<file path="config.mk">
export PLATFORM = sky130hd
export DESIGN_NAME = left_adc_mix_ctrl
export DESIGN_NICKNAME = d
export VERILOG_FILES = /design/src/rtl/left_adc_mix_pkg.sv /design/src/rtl/left_adc_mix_ctrl.sv
export VERILOG_INCLUDE_DIRS = /design/src /design/src/rtl
export SDC_FILE = /design/constraint.sdc
export NUM_CORES = 1
export LEC_CHECK = 0
export ABC_AREA = 1
export BUFFER_PORTS_ARGS = -buffer_cell sky130_fd_sc_hd__buf_2
export CORE_MARGIN = 2
export CORE_UTILIZATION = 30
export CTS_CLUSTER_DIAMETER = 40
export CTS_CLUSTER_SIZE = 16
export DETAILED_ROUTE_END_ITERATION = 7
export PLACE_DENSITY = 0.55
export SETUP_SLACK_MARGIN = 0.1
export SYNTH_ARGS = -nofsm -noshare
export SYNTH_HDL_FRONTEND = slang
export SYNTH_SLANG_ARGS = --single-unit
</file>
<file path="constraint.sdc">
create_clock -name aclk -period 1.25 [get_ports aclk]
set_input_delay 0.25 -clock aclk [delete_from_list [all_inputs] [get_ports aclk]]
set_output_delay 0.25 -clock aclk [all_outputs]
set_load 0.03 [all_outputs]
</file>
<file path="src/rtl/left_adc_mix_map.svh">
// register offsets, field positions, reset values and decode constants of the left adc mix controls
`ifndef LEFT_ADC_MIX_MAP_SVH
`define LEFT_ADC_MIX_MAP_SVH

// printed offsets are register indexes; byte address is four times the index
`define LINE1_LEFT_IDX 8'h13
`define LINE2_LEFT_IDX 8'h14
`define LINE1_LEFT_ADDR 12'h04C
`define LINE2_LEFT_ADDR 12'h050

// field positions
`define WIRING_BIT 7
`define LEVEL_HI 6
`define LEVEL_LO 3
`define POWER_BIT 2
`define BIAS_BIT 2
`define STEP_HI 1
`define STEP_LO 0

// reset values
`define LINE1_LEFT_RESET 8'h78
`define LINE2_LEFT_RESET 8'h78

// level codes
`define LEVEL_MAX_GAIN_CODE 4'h8
`define LEVEL_OFF_CODE 4'hF

// axi responses
`define RESP_OKAY 2'h0
`define RESP_SLVERR 2'h2

`endif

</file>
<file path="src/rtl/left_adc_mix_pkg.sv">
// types shared by the left adc input mix control block
package left_adc_mix_pkg;

    // soft-step rate of the left pga gain
    typedef enum logic [1:0] {
        STEP_EVERY_FS = 2'h0,
        STEP_EVERY_2FS = 2'h1,
        STEP_OFF_A = 2'h2,
        STEP_OFF_B = 2'h3
    } soft_step_t;

    // decoded view of one line input into the left mix
    typedef struct packed {
        logic differential;
        logic connected;
        logic [3:0] atten_steps;
    } line_route_t;

    // channel-wide controls
    typedef struct packed {
        logic powered_up;
        logic step_enable;
        logic step_every_two;
        logic weak_cm_bias;
    } channel_ctrl_t;

endpackage : left_adc_mix_pkg

</file>
<file path="src/rtl/left_adc_mix_ctrl.sv">
// axi4-lite register bank for the left adc input mixer controls
// Operation
// - line 1 wiring bit, resets single-ended
// - level code steps 1.5 dB attenuation
// - code 1111 disconnects line 1; reset value
// - gain code connects input automatically
// - power bit, resets powered down
// - soft-step rate: fs, 2fs, off
// - line 2 wiring bit, resets single-ended
// - line 2 level, same table, 1111 off
// - weak common-mode bias of unselected inputs
// - line 2 low bits reserved, read zero
`timescale 1ns/1ps
`default_nettype none
`include "left_adc_mix_map.svh"

module left_adc_mix_ctrl
(
    input wire logic aclk,
    input wire logic aresetn,
    input wire logic [11:0] s_axi_awaddr,
    input wire logic s_axi_awvalid,
    output logic s_axi_awready,
    input wire logic [31:0] s_axi_wdata,
    input wire logic [3:0] s_axi_wstrb,
    input wire logic s_axi_wvalid,
    output logic s_axi_wready,
    output logic [1:0] s_axi_bresp,
    output logic s_axi_bvalid,
    input wire logic s_axi_bready,
    input wire logic [11:0] s_axi_araddr,
    input wire logic s_axi_arvalid,
    output logic s_axi_arready,
    output logic [31:0] s_axi_rdata,
    output logic [1:0] s_axi_rresp,
    output logic s_axi_rvalid,
    input wire logic s_axi_rready,
    output left_adc_mix_pkg::line_route_t line_in1_left_route,
    output left_adc_mix_pkg::line_route_t line_in2_left_route,
    output left_adc_mix_pkg::channel_ctrl_t left_channel_ctrl
);

    // held register contents
    logic [7:0] line1_left_to_left_adc_ctrl;
    logic [7:0] line2_left_to_left_adc_ctrl;

    // captured write address and data, taken in either order
    logic [11:0] wr_addr;
    logic wr_addr_held;
    logic [7:0] wr_data;
    logic wr_lane0;
    logic wr_data_held;

    // handshake events of the current cycle
    logic aw_take;
    logic w_take;
    logic ar_take;
    logic wr_commit;

    // decode of one level code into route fields
    function automatic left_adc_mix_pkg::line_route_t decode_route(input logic wiring, input logic [3:0] level);
        left_adc_mix_pkg::line_route_t r;
        r.differential = wiring;
        r.connected = (level <= `LEVEL_MAX_GAIN_CODE);
        // each step is 1.5 dB of attenuation; off code reports zero steps
        r.atten_steps = r.connected ? level : 4'h0;
        return r;
    endfunction : decode_route

    // soft-step code and bias bit into the channel-wide controls
    function automatic left_adc_mix_pkg::channel_ctrl_t decode_channel(
        input logic [7:0] ctl1,
        input logic [7:0] ctl2
    );
        left_adc_mix_pkg::channel_ctrl_t c;
        left_adc_mix_pkg::soft_step_t rate;
        rate = left_adc_mix_pkg::soft_step_t'(ctl1[`STEP_HI:`STEP_LO]);
        c.powered_up = ctl1[`POWER_BIT];
        // both upper codes stop stepping, so they need no separate state
        c.step_enable = (rate == left_adc_mix_pkg::STEP_EVERY_FS)
            || (rate == left_adc_mix_pkg::STEP_EVERY_2FS);
        c.step_every_two = (rate == left_adc_mix_pkg::STEP_EVERY_2FS);
        c.weak_cm_bias = ctl2[`BIAS_BIT];
        return c;
    endfunction : decode_channel

    // register selects; only the two word addresses match
    function automatic logic hits_line1(input logic [11:0] addr);
        return addr == `LINE1_LEFT_ADDR;
    endfunction : hits_line1

    function automatic logic hits_line2(input logic [11:0] addr);
        return addr == `LINE2_LEFT_ADDR;
    endfunction : hits_line2

    function automatic logic [1:0] resp_for(input logic [11:0] addr);
        // unmapped words answer with an error instead of silently
        return (hits_line1(addr) || hits_line2(addr)) ? `RESP_OKAY : `RESP_SLVERR;
    endfunction : resp_for

    // read data for one address; upper 24 bits always zero
    function automatic logic [31:0] read_word(
        input logic [11:0] addr,
        input logic [7:0] ctl1,
        input logic [7:0] ctl2
    );
        logic [31:0] word;
        word = 32'h00000000;
        if (hits_line1(addr))
        begin
            word = {24'h000000, ctl1};
        end
        else if (hits_line2(addr))
        begin
            word = {24'h000000, ctl2};
        end
        return word;
    endfunction : read_word

    // a channel moves at an edge where its valid and ready are both high
    assign aw_take = s_axi_awvalid && s_axi_awready;
    assign w_take = s_axi_wvalid && s_axi_wready;
    assign ar_take = s_axi_arvalid && s_axi_arready;

    // both halves present: store, answer and free both slots at one edge
    assign wr_commit = wr_addr_held && wr_data_held;

    // ready only while the matching slot is empty and no response pending
    assign s_axi_awready = !wr_addr_held && !s_axi_bvalid;
    assign s_axi_wready = !wr_data_held && !s_axi_bvalid;
    // one read at a time; the next address waits for the data to be taken
    assign s_axi_arready = !s_axi_rvalid;

    // write address capture
    always_ff @(posedge aclk)
    begin
        if (!aresetn)
        begin
            wr_addr <= 12'h000;
            wr_addr_held <= 1'h0;
        end
        else if (aw_take)
        begin
            wr_addr <= s_axi_awaddr;
            wr_addr_held <= 1'h1;
        end
        else if (wr_commit)
        begin
            wr_addr_held <= 1'h0;
        end
    end

    // write data capture; only byte lane 0 carries register bits
    always_ff @(posedge aclk)
    begin
        if (!aresetn)
        begin
            wr_data <= 8'h00;
            wr_lane0 <= 1'h0;
            wr_data_held <= 1'h0;
        end
        else if (w_take)
        begin
            wr_data <= s_axi_wdata[7:0];
            wr_lane0 <= s_axi_wstrb[0];
            wr_data_held <= 1'h1;
        end
        else if (wr_commit)
        begin
            wr_data_held <= 1'h0;
        end
    end

    // line 1 word; reserved level codes kept as written, software avoids them
    always_ff @(posedge aclk)
    begin
        if (!aresetn)
        begin
            line1_left_to_left_adc_ctrl <= `LINE1_LEFT_RESET;
        end
        else if (wr_commit && wr_lane0 && hits_line1(wr_addr))
        begin
            line1_left_to_left_adc_ctrl <= wr_data;
        end
    end

    // line 2 word; the two low bits are reserved and never stored
    always_ff @(posedge aclk)
    begin
        if (!aresetn)
        begin
            line2_left_to_left_adc_ctrl <= `LINE2_LEFT_RESET;
        end
        else if (wr_commit && wr_lane0 && hits_line2(wr_addr))
        begin
            line2_left_to_left_adc_ctrl <= {wr_data[7:2], 2'h0};
        end
    end

    // write response raised once both halves are in; the set wins over a clear
    always_ff @(posedge aclk)
    begin
        if (!aresetn)
        begin
            s_axi_bvalid <= 1'h0;
        end
        else if (wr_commit)
        begin
            s_axi_bvalid <= 1'h1;
        end
        else if (s_axi_bvalid && s_axi_bready)
        begin
            s_axi_bvalid <= 1'h0;
        end
    end

    // response code stands with bvalid until the master takes it
    always_ff @(posedge aclk)
    begin
        if (!aresetn)
        begin
            s_axi_bresp <= `RESP_OKAY;
        end
        else if (wr_commit)
        begin
            s_axi_bresp <= resp_for(wr_addr);
        end
    end

    // read valid, one cycle after the address is taken
    always_ff @(posedge aclk)
    begin
        if (!aresetn)
        begin
            s_axi_rvalid <= 1'h0;
        end
        else if (ar_take)
        begin
            s_axi_rvalid <= 1'h1;
        end
        else if (s_axi_rvalid && s_axi_rready)
        begin
            s_axi_rvalid <= 1'h0;
        end
    end

    // read data and code captured with the address so they stand unchanged
    always_ff @(posedge aclk)
    begin
        if (!aresetn)
        begin
            s_axi_rdata <= 32'h00000000;
            s_axi_rresp <= `RESP_OKAY;
        end
        else if (ar_take)
        begin
            s_axi_rdata <= read_word(s_axi_araddr, line1_left_to_left_adc_ctrl, line2_left_to_left_adc_ctrl);
            s_axi_rresp <= resp_for(s_axi_araddr);
        end
    end

    // line 1 route toward the mixer, one clock behind the register
    always_ff @(posedge aclk)
    begin
        if (!aresetn)
        begin
            line_in1_left_route <= '0;
        end
        else
        begin
            line_in1_left_route <= decode_route(line1_left_to_left_adc_ctrl[`WIRING_BIT],
                line1_left_to_left_adc_ctrl[`LEVEL_HI:`LEVEL_LO]);
        end
    end

    // line 2 route toward the mixer
    always_ff @(posedge aclk)
    begin
        if (!aresetn)
        begin
            line_in2_left_route <= '0;
        end
        else
        begin
            line_in2_left_route <= decode_route(line2_left_to_left_adc_ctrl[`WIRING_BIT],
                line2_left_to_left_adc_ctrl[`LEVEL_HI:`LEVEL_LO]);
        end
    end

    // power, step rate and bias; registered so the analog side sees clean levels
    always_ff @(posedge aclk)
    begin
        if (!aresetn)
        begin
            left_channel_ctrl <= '0;
        end
        else
        begin
            left_channel_ctrl <= decode_channel(line1_left_to_left_adc_ctrl,
                line2_left_to_left_adc_ctrl);
        end
    end

endmodule : left_adc_mix_ctrl
`default_nettype wire

</file>
==> results of run 1 <==
[synthesized netlist by cell type (all sizes together)]
library cell	number	area share [%]
nor3	5	1.5
o21a	1	0.27
nand2	63	8.5
nand3	41	8.2
dfxtp	65	46
clkbuf	6	1.2
conb	1	0.13
buf	32	8.4
a21oi	21	3.7
nor2	64	9.9
and2	2	0.44
o21ai	25	4.4
inv	53	7.0
nand4	1	0.22
[where the power goes]
group | switching, µW | leakage, µW | internal, µW
registers | 70.2 | 0.000536 | 2170
clock network | 846 | 0.0000968 | 780
logic | 482 | 0.00117 | 251
[area by class of cell]
class,instances,share of cell area (%)
clock buffers,10,3.79
multi-input cells,249,35.3
inverters,53,5.48
repair buffers,82,14.1
clock inverters,6,1.14
flip-flops and latches,65,36.3
well taps,111,3.83
[flip-flops by register name, indices dropped and copies added, names as in the netlist, 4 cells and up]
signal,count
line2_left_to_left_adc_ctrl,6
s_axi_rdata,8
wr_data,8
left_channel_ctrl,4
line1_left_to_left_adc_ctrl,8
line_in1_left_route,6
wr_addr,12
line_in2_left_route,6
[worst max-delay path: stages, from the launching register on]
cell and delay (ns):
sky130_fd_sc_hd__dfxtp_4 0.37, sky130_fd_sc_hd__nor2_4 0.13, sky130_fd_sc_hd__buf_6 0.15
[kinds of logic after synthesis]
group                  share of synthesized area (%)
and+or+nand+nor                                 28.8
buffers and inverters                           16.6
other                                          0.133
AOI/OAI and AO/OA                               8.42
DFF                                             46.1
[cells in the final DEF (no fill, tap or decap), types with 7 or more instances in the layout]
cell                        n
sky130_fd_sc_hd__dfxtp_2    8
sky130_fd_sc_hd__buf_4     19
sky130_fd_sc_hd__dfxtp_1   55
sky130_fd_sc_hd__nand2_2    7
sky130_fd_sc_hd__nand2_1   55
sky130_fd_sc_hd__inv_1     44
sky130_fd_sc_hd__inv_2      9
sky130_fd_sc_hd__nor2_4    11
sky130_fd_sc_hd__conb_1    26
sky130_fd_sc_hd__buf_2     55
sky130_fd_sc_hd__nand3_1   31
sky130_fd_sc_hd__clkbuf_8  10
sky130_fd_sc_hd__nand3_2    7
sky130_fd_sc_hd__a21oi_1   20
sky130_fd_sc_hd__nor2_1    47
sky130_fd_sc_hd__o21ai_0   25
[metal layers]
metal	vias up	GRT usage (%)	routed length, µm
li1	1298	-	-
met1	1064	14.9	2840
met2	66	21.2	2860
met3	6	4.16	342
met4	0	4.26	62
met5	-	0	0
[what timing repair did]
| item | 4_1_cts | 5_1_grt |
|---|---|---|
| hold buffers | 0 | 0 |
| resized for setup | 42 | 28 |
| setup endpoints to repair | 24 | 48 |
| buffers inserted | 1 | 1 |
| pin swaps | 12 | 9 |
[metrics by stage]
step                hold WS, ns  area [µm²]
finish                    0.146        3630
floorplan                 0.399        2950
detailed placement        0.452        3240
global placement          0.442        3240
CTS                       0.131        3550
global route              0.147        3630
[worst min path at each step]
stage	startpoint	endpoint	slack, ns	cells past startpoint
finish	s_axi_awaddr[6]	wr_addr[6]	0.15	3
CTS	s_axi_awaddr[6]	wr_addr[6]	0.13	3
floorplan	s_axi_bready	s_axi_bvalid	0.40	3
global route	s_axi_awaddr[6]	wr_addr[6]	0.15	3
detailed placement	wr_data[1]	wr_data[1]	0.45	2
global placement	wr_data[0]	wr_data[0]	0.44	2
==> impl_summary.md, run 1 <==
Worst setup path
The startpoint of the worst-slack reg-to-reg timing path is wr_addr[7]. For the worst setup path, the data arrival time is 0.98 ns. The type of the setup path with the least slack is flop to output pin.

Tracing the worst setup path back leads to its startpoint at s_axi_bvalid. The end of the critical path is s_axi_wready. The kind of end point of the critical path is an output pin. The required arrival time at the worst endpoint is 1.00 ns. In this run the worst path has a maximum fanout of 4. For flop-to-flop paths, the worst setup slack is 0.05 ns.

STA classifies the critical path startpoint as a flop. The endpoint identified for the worst register-to-register timing path is line1_left_to_left_adc_ctrl[0]. For the worst flop-to-flop path, the logic depth is 8.

Final layout
The diode insertion count for antenna repair is 0. For this run, the number of standard cells in the final layout without fillers is 576. The area taken by multi-input logic gates is 1280 µm². The post-layout net count is 527. The fill cell total of the finished layout is 980.

The sequential cells in the finished layout cover a total of 1320 µm². The area added between synthesis and finish is 28.5%. Measured on the finished design, the core utilization comes to 39.5%. The share of final-layout standard cells stronger than drive strength 1 is 33.5%.

Clock network
The depth of the CTS H-tree is 3. CTS placed an instance of sky130_fd_sc_hd__clkbuf_8 at the clock tree root. The total clock buffers created by CTS is 9. The clock-pin slew of the registers on the worst-case setup and hold paths is 0.08 ns. The number of buffers on the longest clock path is 2.

The later pin in the worst-skew pair is clocked with a latency of 0.34 ns. The CTS sink count is 65. TritonCTS built the clock tree.

Place
Before CTS, the worst setup slack after placement is 0.0138 ns. Including well taps, the total number of placed cells is 558. The congestion estimate from routability-driven global placement came to 0.803. The final HPWL from detailed placement is 4.49 mm. The number of buffers added on ports is 70.

Floorplanning
The die span in y is 101 µm. The die covers 10200 µm². The core box area is 9200 µm². The number of placement rows is 35. The die boundary width is 101 µm. The initial standard-cell utilization of the core is 30.7%.

The count of boundary I/O pins is 124.

Status
The run finished with clean final reports.

Global routing
Entering global routing, the biggest net connects 39 pins. The first global-routing pass estimated 10.1 mm of wire. The total routing resource utilization after global routing is 12.5%. The number of antenna violations at the first check in global routing is 0. After global routing the overflow that remains totals 0. The via count of the first global-routing pass came to 2282.

Drt
The number of vias after detailed routing is 2434. The remaining routing DRC violations is 0. The final layout contains routed wiring with a total length of 6.11 mm. For this block, the initial DRC count from the detailed router was 74. The first detailed-routing pass took 5 iterations. The routed wirelength normalized by instance count is 10.6 µm. The number of vias per cell is 4.23. Once detail routing completed, the nets flagged for antenna violations numbered 0.

Yosys
Sequential cells were found to cover 46.1% of the synthesized design area. The total of flip-flops plus latches after synthesis is 65. The total of warnings raised by yosys is 0. A synthesized cell averages 7.43 µm². Synthesis produced 380 cells.

After synthesis, the netlist uses 25 different library cells. The cell area that synthesis handed to floorplanning was 2820 µm².

Timing
Setup repair after global routing could not meet its margin everywhere. The setup total negative slack is 0 ns. The portion of the clock cycle consumed by the worst path in the final layout is 98.6%. The worst clock skew is 0.00810 ns. The total setup violations reported at the end of the flow is 0. Setup slack on the critical path of the routed design comes to 0.0179 ns. The smallest clock period supported by the final layout is computed as 1.23 ns. For this run, the top clock speed supported by timing is 812 MHz. The number of hold-slack violations in the final timing report came to 0.

The final-report max-slew violation count is 0.

Flow run
The count of maximum capacitance violations is 0.

Worst hold path
The type of the worst min-delay path is input port to flop.

Power and ir drop
Summed over all cells, the static leakage comes to 0.00180 µW. The cell area power density is 1270 nW/µm². After layout, the design draws a total of 4600 µW. The maximum vdd drop is 0.729 mV.
Note: power is estimated with default switching activity, not from simulation.
==> inputs of run 2 (changes only) <==
--- a/config.mk
+++ b/config.mk
@@ -8,13 +8,15 @@
 export LEC_CHECK = 0
 export ABC_AREA = 1
 export BUFFER_PORTS_ARGS = -buffer_cell sky130_fd_sc_hd__buf_2
+export CORE_ASPECT_RATIO = 0.7
 export CORE_MARGIN = 2
-export CORE_UTILIZATION = 30
+export CORE_UTILIZATION = 47
 export CTS_CLUSTER_DIAMETER = 40
 export CTS_CLUSTER_SIZE = 16
 export DETAILED_ROUTE_END_ITERATION = 7
-export PLACE_DENSITY = 0.55
+export PLACE_DENSITY = 0.79
 export SETUP_SLACK_MARGIN = 0.1
+export SLEW_MARGIN = 0
 export SYNTH_ARGS = -nofsm -noshare
 export SYNTH_HDL_FRONTEND = slang
 export SYNTH_SLANG_ARGS = --single-unit
==> run 2 against run 1 <==
The run now ends with setup timing left. Cell area rose by 4.2%. Via count rose by 6.8%. Non-clock buffer count rose by 4. Flip-flop and latch count did not move. Count of clock-buffer cells in the layout did not move. Critical path type unchanged.
==> impl_summary.md, run 2 (same netlist as run 1, synthesis figures left out) <==
Global routing
The overall overflow remaining after global route came to 0 (unchanged). The via count of the first global-routing pass was 2303 (was 2282). The global-route wire length before repair is 10.2 mm (was 10.1 mm).

The number of antenna violations at the first check in global routing is 0 (unchanged). The largest net degree at the start of global routing was 27 (was 39). The total routing resource utilization after global routing is 19.8% (was 12.5%).

Drt
The routed wirelength normalized by instance count is 12.3 µm (was 10.6 µm). The number of optimization iterations in the first detailed-route pass is 4 (was 5). The number of DRC violations after detailed-routing iteration 0 came to 148 (was 74). The number of vias after detailed routing is 2600 (was 2434). The remaining routing DRC violations came to 0 (unchanged). The final wirelength is 6.69 mm (was 6.11 mm). The post-detailed-route count of antenna-violating nets is 0 (unchanged). The number of vias per cell is 4.78 (was 4.23).

Clock network
The clock tree root driver cell is sky130_fd_sc_hd__clkbuf_8 (unchanged). The number of buffers on the longest clock path is 2 (unchanged). The depth of the CTS H-tree is 3 (unchanged).

The CTS tree is built (unchanged). The CTS sink count is 65 (unchanged). The total clock buffers created by CTS is 9 (unchanged). The clock-pin slew of the registers on the worst-case setup and hold paths is 0.08 ns (about the same). The clock latency on the worst-skew pair is 0.35 ns (was 0.34 ns).

Final layout
The filler-free cell count of the finished design was 544 (was 576). The library cell used most frequently in the layout, excluding fill and tap cells, is sky130_fd_sc_hd__buf_2. The area of all placed cells without fillers came to 3780 µm² (was 3630 µm²). The post-layout net count is 531 (was 527). The flip-flop count of the largest register after layout came to 12 (unchanged). The share of final-layout standard cells stronger than drive strength 1 is 38.8% (was 33.5%). The diode insertion count for antenna repair was 0 (unchanged). The register containing the most flip-flops in the final layout is wr_addr (unchanged).

The area added between synthesis and finish came to 34.0% (was 28.5%). The utilization after layout was 65.7% (was 39.5%). The fill cell total of the finished layout is 455 (was 980). Commonest cells after routing, fill and taps aside: sky130_fd_sc_hd__buf_2 (56), sky130_fd_sc_hd__dfxtp_1 (54), sky130_fd_sc_hd__nor2_1 (48), sky130_fd_sc_hd__nand2_1 (48), sky130_fd_sc_hd__inv_1 (42) (was sky130_fd_sc_hd__nand2_1 (55), sky130_fd_sc_hd__buf_2 (55), sky130_fd_sc_hd__dfxtp_1 (55)).

Worst setup path
The worst-case register-to-register setup slack came to 0.03 ns (was 0.05 ns). The maximum cell stage delay along the critical path is 0.33 ns (was 0.37 ns). The kind of cell adding the most delay to the critical path is flip-flops (unchanged).

The dominant cell type by count on the critical path is sky130_fd_sc_hd__buf_6. The arrival time at the worst endpoint is 1.03 ns (was 0.98 ns). The required arrival time at the worst endpoint is 1.00 ns (about the same). The largest driver fanout on the critical path is 2 (was 4). The cell with the largest stage delay on the worst path is sky130_fd_sc_hd__dfxtp_2 (was sky130_fd_sc_hd__dfxtp_4). The type of the setup path with the least slack is flop to output pin (unchanged). Cell Chain, Critical Path: buf_6 > nor2_4 > buf_6 (was nor2_4 > buf_6). The kind of end point of the critical path is an output pin (unchanged). The buffering stage count on the worst path with inverters included is 2 (was 1). The type of element launching the critical path is a flop (unchanged).

Timing
The worst clock skew is 0.0114 ns (was 0.00810 ns). The minimum clock period came to 1.28 ns (was 1.23 ns). The final-report max-slew violation count is 0 (unchanged).

Unrepaired setup endpoints after global routing: yes (unchanged). The fmax is 784 MHz (was 812 MHz). The total setup violations reported at the end of the flow is 1 (was 0). The portion of the clock cycle consumed by the worst path in the final layout is 102% (was 98.6%). The number of hold-slack violations in the final timing report was 0 (unchanged).

The final worst-path setup slack is -0.0252 ns (was 0.0179 ns).

Place
The final HPWL from detailed placement was 4.57 mm (was 4.49 mm). The number of placed cells counting well taps is 521 (was 558). The number of buffers added on ports is 70 (unchanged).

The pre-CTS worst setup slack is 0.0162 ns (was 0.0138 ns). The total placed instance area was 3190 µm² (was 3240 µm²). The global placer's final weighted congestion is 0.827 (was 0.803).

Flow run
The count of maximum capacitance violations is 0 (unchanged).

Power and ir drop
The leakage power of the design is 0.00185 µW (was 0.00180 µW). The overall power is 5050 µW (was 4600 µW). The maximum vdd drop is 0.878 mV (was 0.729 mV).

The cell area power density is 1340 nW/µm² (was 1270 nW/µm²).

Worst hold path
The type of the worst min-delay path is input port to flop (unchanged).

Floorplanning
The number of placement rows is 23 (was 35). The core box area is 5760 µm² (was 9200 µm²). The area of the die is 6650 µm² (was 10200 µm²). The count of boundary I/O pins is 124 (unchanged). The die span in y is 68.9 µm (was 101 µm).

The die boundary width was 96.6 µm (was 101 µm). The initial standard-cell utilization of the core came to 49.1% (was 30.7%).

Status
Status: complete, but fails checks (was complete, no violations). The checks that failed: setup timing.
[run 2: cell count changes in the layout (fill, tap and decap cells not counted), moves of 5 or more]
cell                      change
sky130_fd_sc_hd__nand2_1      -7
sky130_fd_sc_hd__nand2_2      +6
sky130_fd_sc_hd__nand3_1      -8
sky130_fd_sc_hd__nand3_2      +7
sky130_fd_sc_hd__o21ai_0     -14
sky130_fd_sc_hd__o21ai_1      +9
sky130_fd_sc_hd__o21ai_2      +5
[run 2: repair_timing]
item	4_1_cts	5_1_grt
gates cloned	0	0
hold buffers	0	0
pin swaps	17	16
endpoints found under the setup margin	28	56
resized for setup	52	62
setup buffers	4	3
hold endpoints to repair	0	0
[run 2: worst paths after layout]
check	start	to	depth (start not counted)
max	wr_data_held	s_axi_wready	3
min	s_axi_bready	s_axi_bvalid	4
max reg2reg	wr_data_held	line1_left_to_left_adc_ctrl[1]	7
min reg2reg	line1_left_to_left_adc_ctrl[7]	line_in1_left_route[5]	2
[run 2: routing by layer]
layer  track usage, %  share of wire (%)
met5                0                  0
met1             23.0                 43
met3             8.77                6.8
met4             6.69                1.5
met2             33.5                 48
[run 2: cell type report]
| class | instances | area (µm²) | area share (%) |
|---|---|---|---|
| repair buffers | 86 | 557 | 14.7 |
| multi-input cells | 249 | 1380 | 36.4 |
| flip-flops and latches | 65 | 1320 | 34.9 |
| clock buffers | 10 | 138 | 3.64 |
| inverters | 53 | 206 | 5.46 |
| well taps | 75 | 93.8 | 2.48 |
| clock inverters | 6 | 91.3 | 2.41 |
[run 2: worst register-to-register path: cells and delay by family, from the launching register on]
| family | cells | cell delay, ns |
|---|---|---|
| and+or+nand+nor | 5 | 0.49 |
| DFF | 1 | 0.34 |
| buffers and inverters | 2 | 0.29 |
[run 2: through the flow]
step,setup TNS [ns],hold WS (ns)
2_1_floorplan,0,0.399
3_3_place_gp,0,0.438
3_5_place_dp,0,0.438
4_1_cts,-0.0401,0.115
5_1_grt,-0.424,0.118
6_report,-0.0252,0.127
[run 2: report_power, final]
group | switching [µW] | internal (µW)
logic | 520 | 272
registers | 77.2 | 2170
clock network | 834 | 1180
==> inputs of run 3 (changes only) <==
--- a/config.mk
+++ b/config.mk
@@ -9,12 +9,11 @@
 export ABC_AREA = 1
 export BUFFER_PORTS_ARGS = -buffer_cell sky130_fd_sc_hd__buf_2
 export CORE_ASPECT_RATIO = 0.7
-export CORE_MARGIN = 2
-export CORE_UTILIZATION = 47
+export CORE_UTILIZATION = 51
 export CTS_CLUSTER_DIAMETER = 40
 export CTS_CLUSTER_SIZE = 16
 export DETAILED_ROUTE_END_ITERATION = 7
-export PLACE_DENSITY = 0.79
+export PLACE_DENSITY = 0.85
 export SETUP_SLACK_MARGIN = 0.1
 export SLEW_MARGIN = 0
 export SYNTH_ARGS = -nofsm -noshare
==> constraint.sdc (replaced) <==
create_clock -name aclk -period 1.6 [get_ports aclk]
set_input_delay 0.32 -clock aclk [delete_from_list [all_inputs] [get_ports aclk]]
set_output_delay 0.32 -clock aclk [all_outputs]
set_load 0.03 [all_outputs]
==> run 3 against run 2 <==
The run now ends clean. Sequential share of layout area is 4.2 points higher. Critical path depth decreased by 1. Count of clock-buffer cells in the layout rose by 2. Register-to-register slack improved by 0.28 ns. Non-clock buffer count is 11 lower. Utilization fell by 2.8 points. Routed wire length down 17%. Critical endpoint is now s_axi_awready.
==> impl_summary.md, run 3 (same netlist as run 1, synthesis figures left out) <==
Global routing
The overall overflow remaining after global route was 0 (unchanged). The via count of the first global-routing pass is 2146 (was 2303). The global-route wire length before repair came to 9.32 mm (was 10.2 mm). The number of antenna violations at the first check in global routing is 0 (unchanged). The total routing resource utilization after global routing was 20.4% (was 19.8%).

The largest net degree at the start of global routing was 45 (was 27).

Drt
The number of optimization iterations in the first detailed-route pass is 4 (unchanged). The routed wirelength normalized by instance count came to 10.5 µm (was 12.3 µm). The number of vias per cell came to 4.64 (was 4.78). The post-detailed-route count of antenna-violating nets was 0 (unchanged). The remaining routing DRC violations is 0 (unchanged). The number of DRC violations after detailed-routing iteration 0 was 148 (unchanged).

The final wirelength is 5.53 mm (was 6.69 mm). The number of vias after detailed routing is 2452 (was 2600).

Worst setup path
The critical path startpoint is s_axi_bvalid (was wr_data_held). The type of the setup path with the least slack is flop to output pin (unchanged). The maximum cell stage delay along the critical path is 0.35 ns (was 0.33 ns). The terminus of the critical flop-to-flop path is wr_data_held (was line1_left_to_left_adc_ctrl[1]). Cell Chain, Critical Path: nor2_2 > buf_2 (was buf_6 > nor2_4 > buf_6). The cell with the largest stage delay on the worst path is sky130_fd_sc_hd__dfxtp_1 (was sky130_fd_sc_hd__dfxtp_2). The cell count of the worst reg-to-reg path was 5 (was 7). The arrival time at the worst endpoint came to 1.03 ns (about the same).

The worst-case register-to-register setup slack was 0.31 ns (was 0.03 ns). The end of the critical path is s_axi_awready (was s_axi_wready). The kind of end point of the critical path is an output pin (unchanged). The type of element launching the critical path is a flop (unchanged).

The startpoint of the worst-slack reg-to-reg timing path was s_axi_bvalid (was wr_data_held). The required arrival time at the worst endpoint is 1.28 ns (was 1.00 ns). The largest driver fanout on the critical path is 4 (was 2).

Timing
The minimum clock period is 1.35 ns. The setup total negative slack is 0 ns (was -0.0252 ns). The worst clock skew is 0.00631 ns (was 0.0114 ns). Unrepaired setup endpoints after global routing: no (was yes). The worst path uses 84.1% of the clock period. Derived from the worst setup path, the maximum achievable clock frequency is 743 MHz. The final-report max-slew violation count was 0 (unchanged). The total setup violations reported at the end of the flow is 0 (was 1). The number of hold-slack violations in the final timing report was 0 (unchanged).

Power and ir drop
The maximum vdd drop is 0.708 mV (was 0.878 mV). The cell area power density came to 1080 nW/µm² (was 1340 nW/µm²). The leakage power of the design is 0.00174 µW (was 0.00185 µW).

Place
The total placed instance area was 3130 µm² (was 3190 µm²). The global placer's final weighted congestion is 0.813 (was 0.827). The number of buffers added on ports was 70 (unchanged). The final HPWL from detailed placement is 4.15 mm (was 4.57 mm).

Floorplanning
The die boundary width was 90.9 µm (was 96.6 µm). The count of boundary I/O pins is 124 (unchanged). The die span in y is 64.3 µm (was 68.9 µm). The core box area came to 5290 µm² (was 5760 µm²).

The area of the die was 5840 µm² (was 6650 µm²). The initial standard-cell utilization of the core is 53.4% (was 49.1%). The number of placement rows is 22 (was 23).

Final layout
Commonest cells after routing, fill and taps aside: sky130_fd_sc_hd__buf_2 (70), sky130_fd_sc_hd__dfxtp_1 (65), sky130_fd_sc_hd__nand2_1 (62) (was sky130_fd_sc_hd__buf_2 (56), sky130_fd_sc_hd__dfxtp_1 (54), sky130_fd_sc_hd__nor2_1 (48), sky130_fd_sc_hd__nand2_1 (48), sky130_fd_sc_hd__inv_1 (42)). The diode insertion count for antenna repair is 0 (unchanged). The utilization after layout is 62.9% (was 65.7%). The area added between synthesis and finish came to 17.8% (was 34.0%). The flip-flop count of the largest register after layout is 12 (unchanged). The share of final-layout standard cells stronger than drive strength 1 came to 24.1% (was 38.8%). The register containing the most flip-flops in the final layout is wr_addr (unchanged). The post-layout net count is 520 (was 531). The area of all placed cells without fillers came to 3330 µm² (was 3780 µm²). The most common cell after layout, fill and taps aside is sky130_fd_sc_hd__buf_2 (unchanged).

Clock network
The clock tree root driver cell is sky130_fd_sc_hd__clkbuf_8 (unchanged). The number of gates resized after CTS came to 0 (was 52). The number of buffers on the longest clock path came to 2 (unchanged).

The count of hold buffers inserted by post-cts repair is 0 (unchanged). The clock-pin slew of the registers on the worst-case setup and hold paths is 0.06 ns (was 0.08 ns). The total clock buffers created by CTS is 9 (unchanged). The number of setup buffers added after CTS is 0 (was 4). The CTS sink count is 65 (unchanged). The CTS tree was built (unchanged). The depth of the CTS H-tree is 3 (unchanged). The clock latency on the worst-skew pair was 0.34 ns (was 0.35 ns).

Flow run
The count of maximum capacitance violations was 0 (unchanged).

Status
Status: complete, no violations (was complete, but fails checks).

Worst hold path
The type of the worst min-delay path is input port to flop (unchanged). The hold path startpoint is s_axi_bready (unchanged).
-- run 3: cell type report --
class / instances / area [µm²]
Tap cell: 72 / 90.1
Fill cell: 478 / 1960
Clock inverter: 3 / 40.0
Inverter: 53 / 199
Multi-Input combinational cell: 249 / 1150
Clock buffer: 12 / 155
Timing Repair Buffer: 75 / 388
Sequential cell: 65 / 1300
-- run 3: stage by stage --
stage | hold slack [ns] | setup WS [ns] | power (µW) | std cells
finish | 0.225 | 0.254 | 3580 | 529
global route | 0.233 | 0.173 | 3740 | 529
CTS | 0.217 | 0.244 | 3600 | 529
detailed placement | 0.438 | 0.298 | 2260 | 514
global placement | 0.437 | 0.358 | 2240 | 514
floorplan | 0.420 | 0.162 | 2180 | 405
-- run 3: routing by layer --
layer	part of all wire (%)	global-route usage [%]
met1	46	25.8
met2	45	33.5
met3	7.6	6.07
met4	1.1	6.55
met5	0	0
-- run 3: power breakdown --
group	switching [µW]	internal [µW]	total [µW]
Sequential	46.5	1700	1740
Combinational	343	139	482
Clock	562	791	1350
-- run 3: how the worst min path moves through the flow --
stage / endpoint / slack, ns / cells after the start
floorplan: left_channel_ctrl[0] / 0.42 / 2
global placement: line_in1_left_route[5] / 0.44 / 2
detailed placement: line_in1_left_route[5] / 0.44 / 2
CTS: s_axi_bvalid / 0.22 / 4
global route: s_axi_bvalid / 0.23 / 4
finish: s_axi_bvalid / 0.23 / 4
-- run 3: critical path: cells and delay by family (launching register included) --
kind                   cells  cell delay [ns]
DFF                        1             0.35
buffers and inverters      1             0.20
and+or+nand+nor            1             0.13
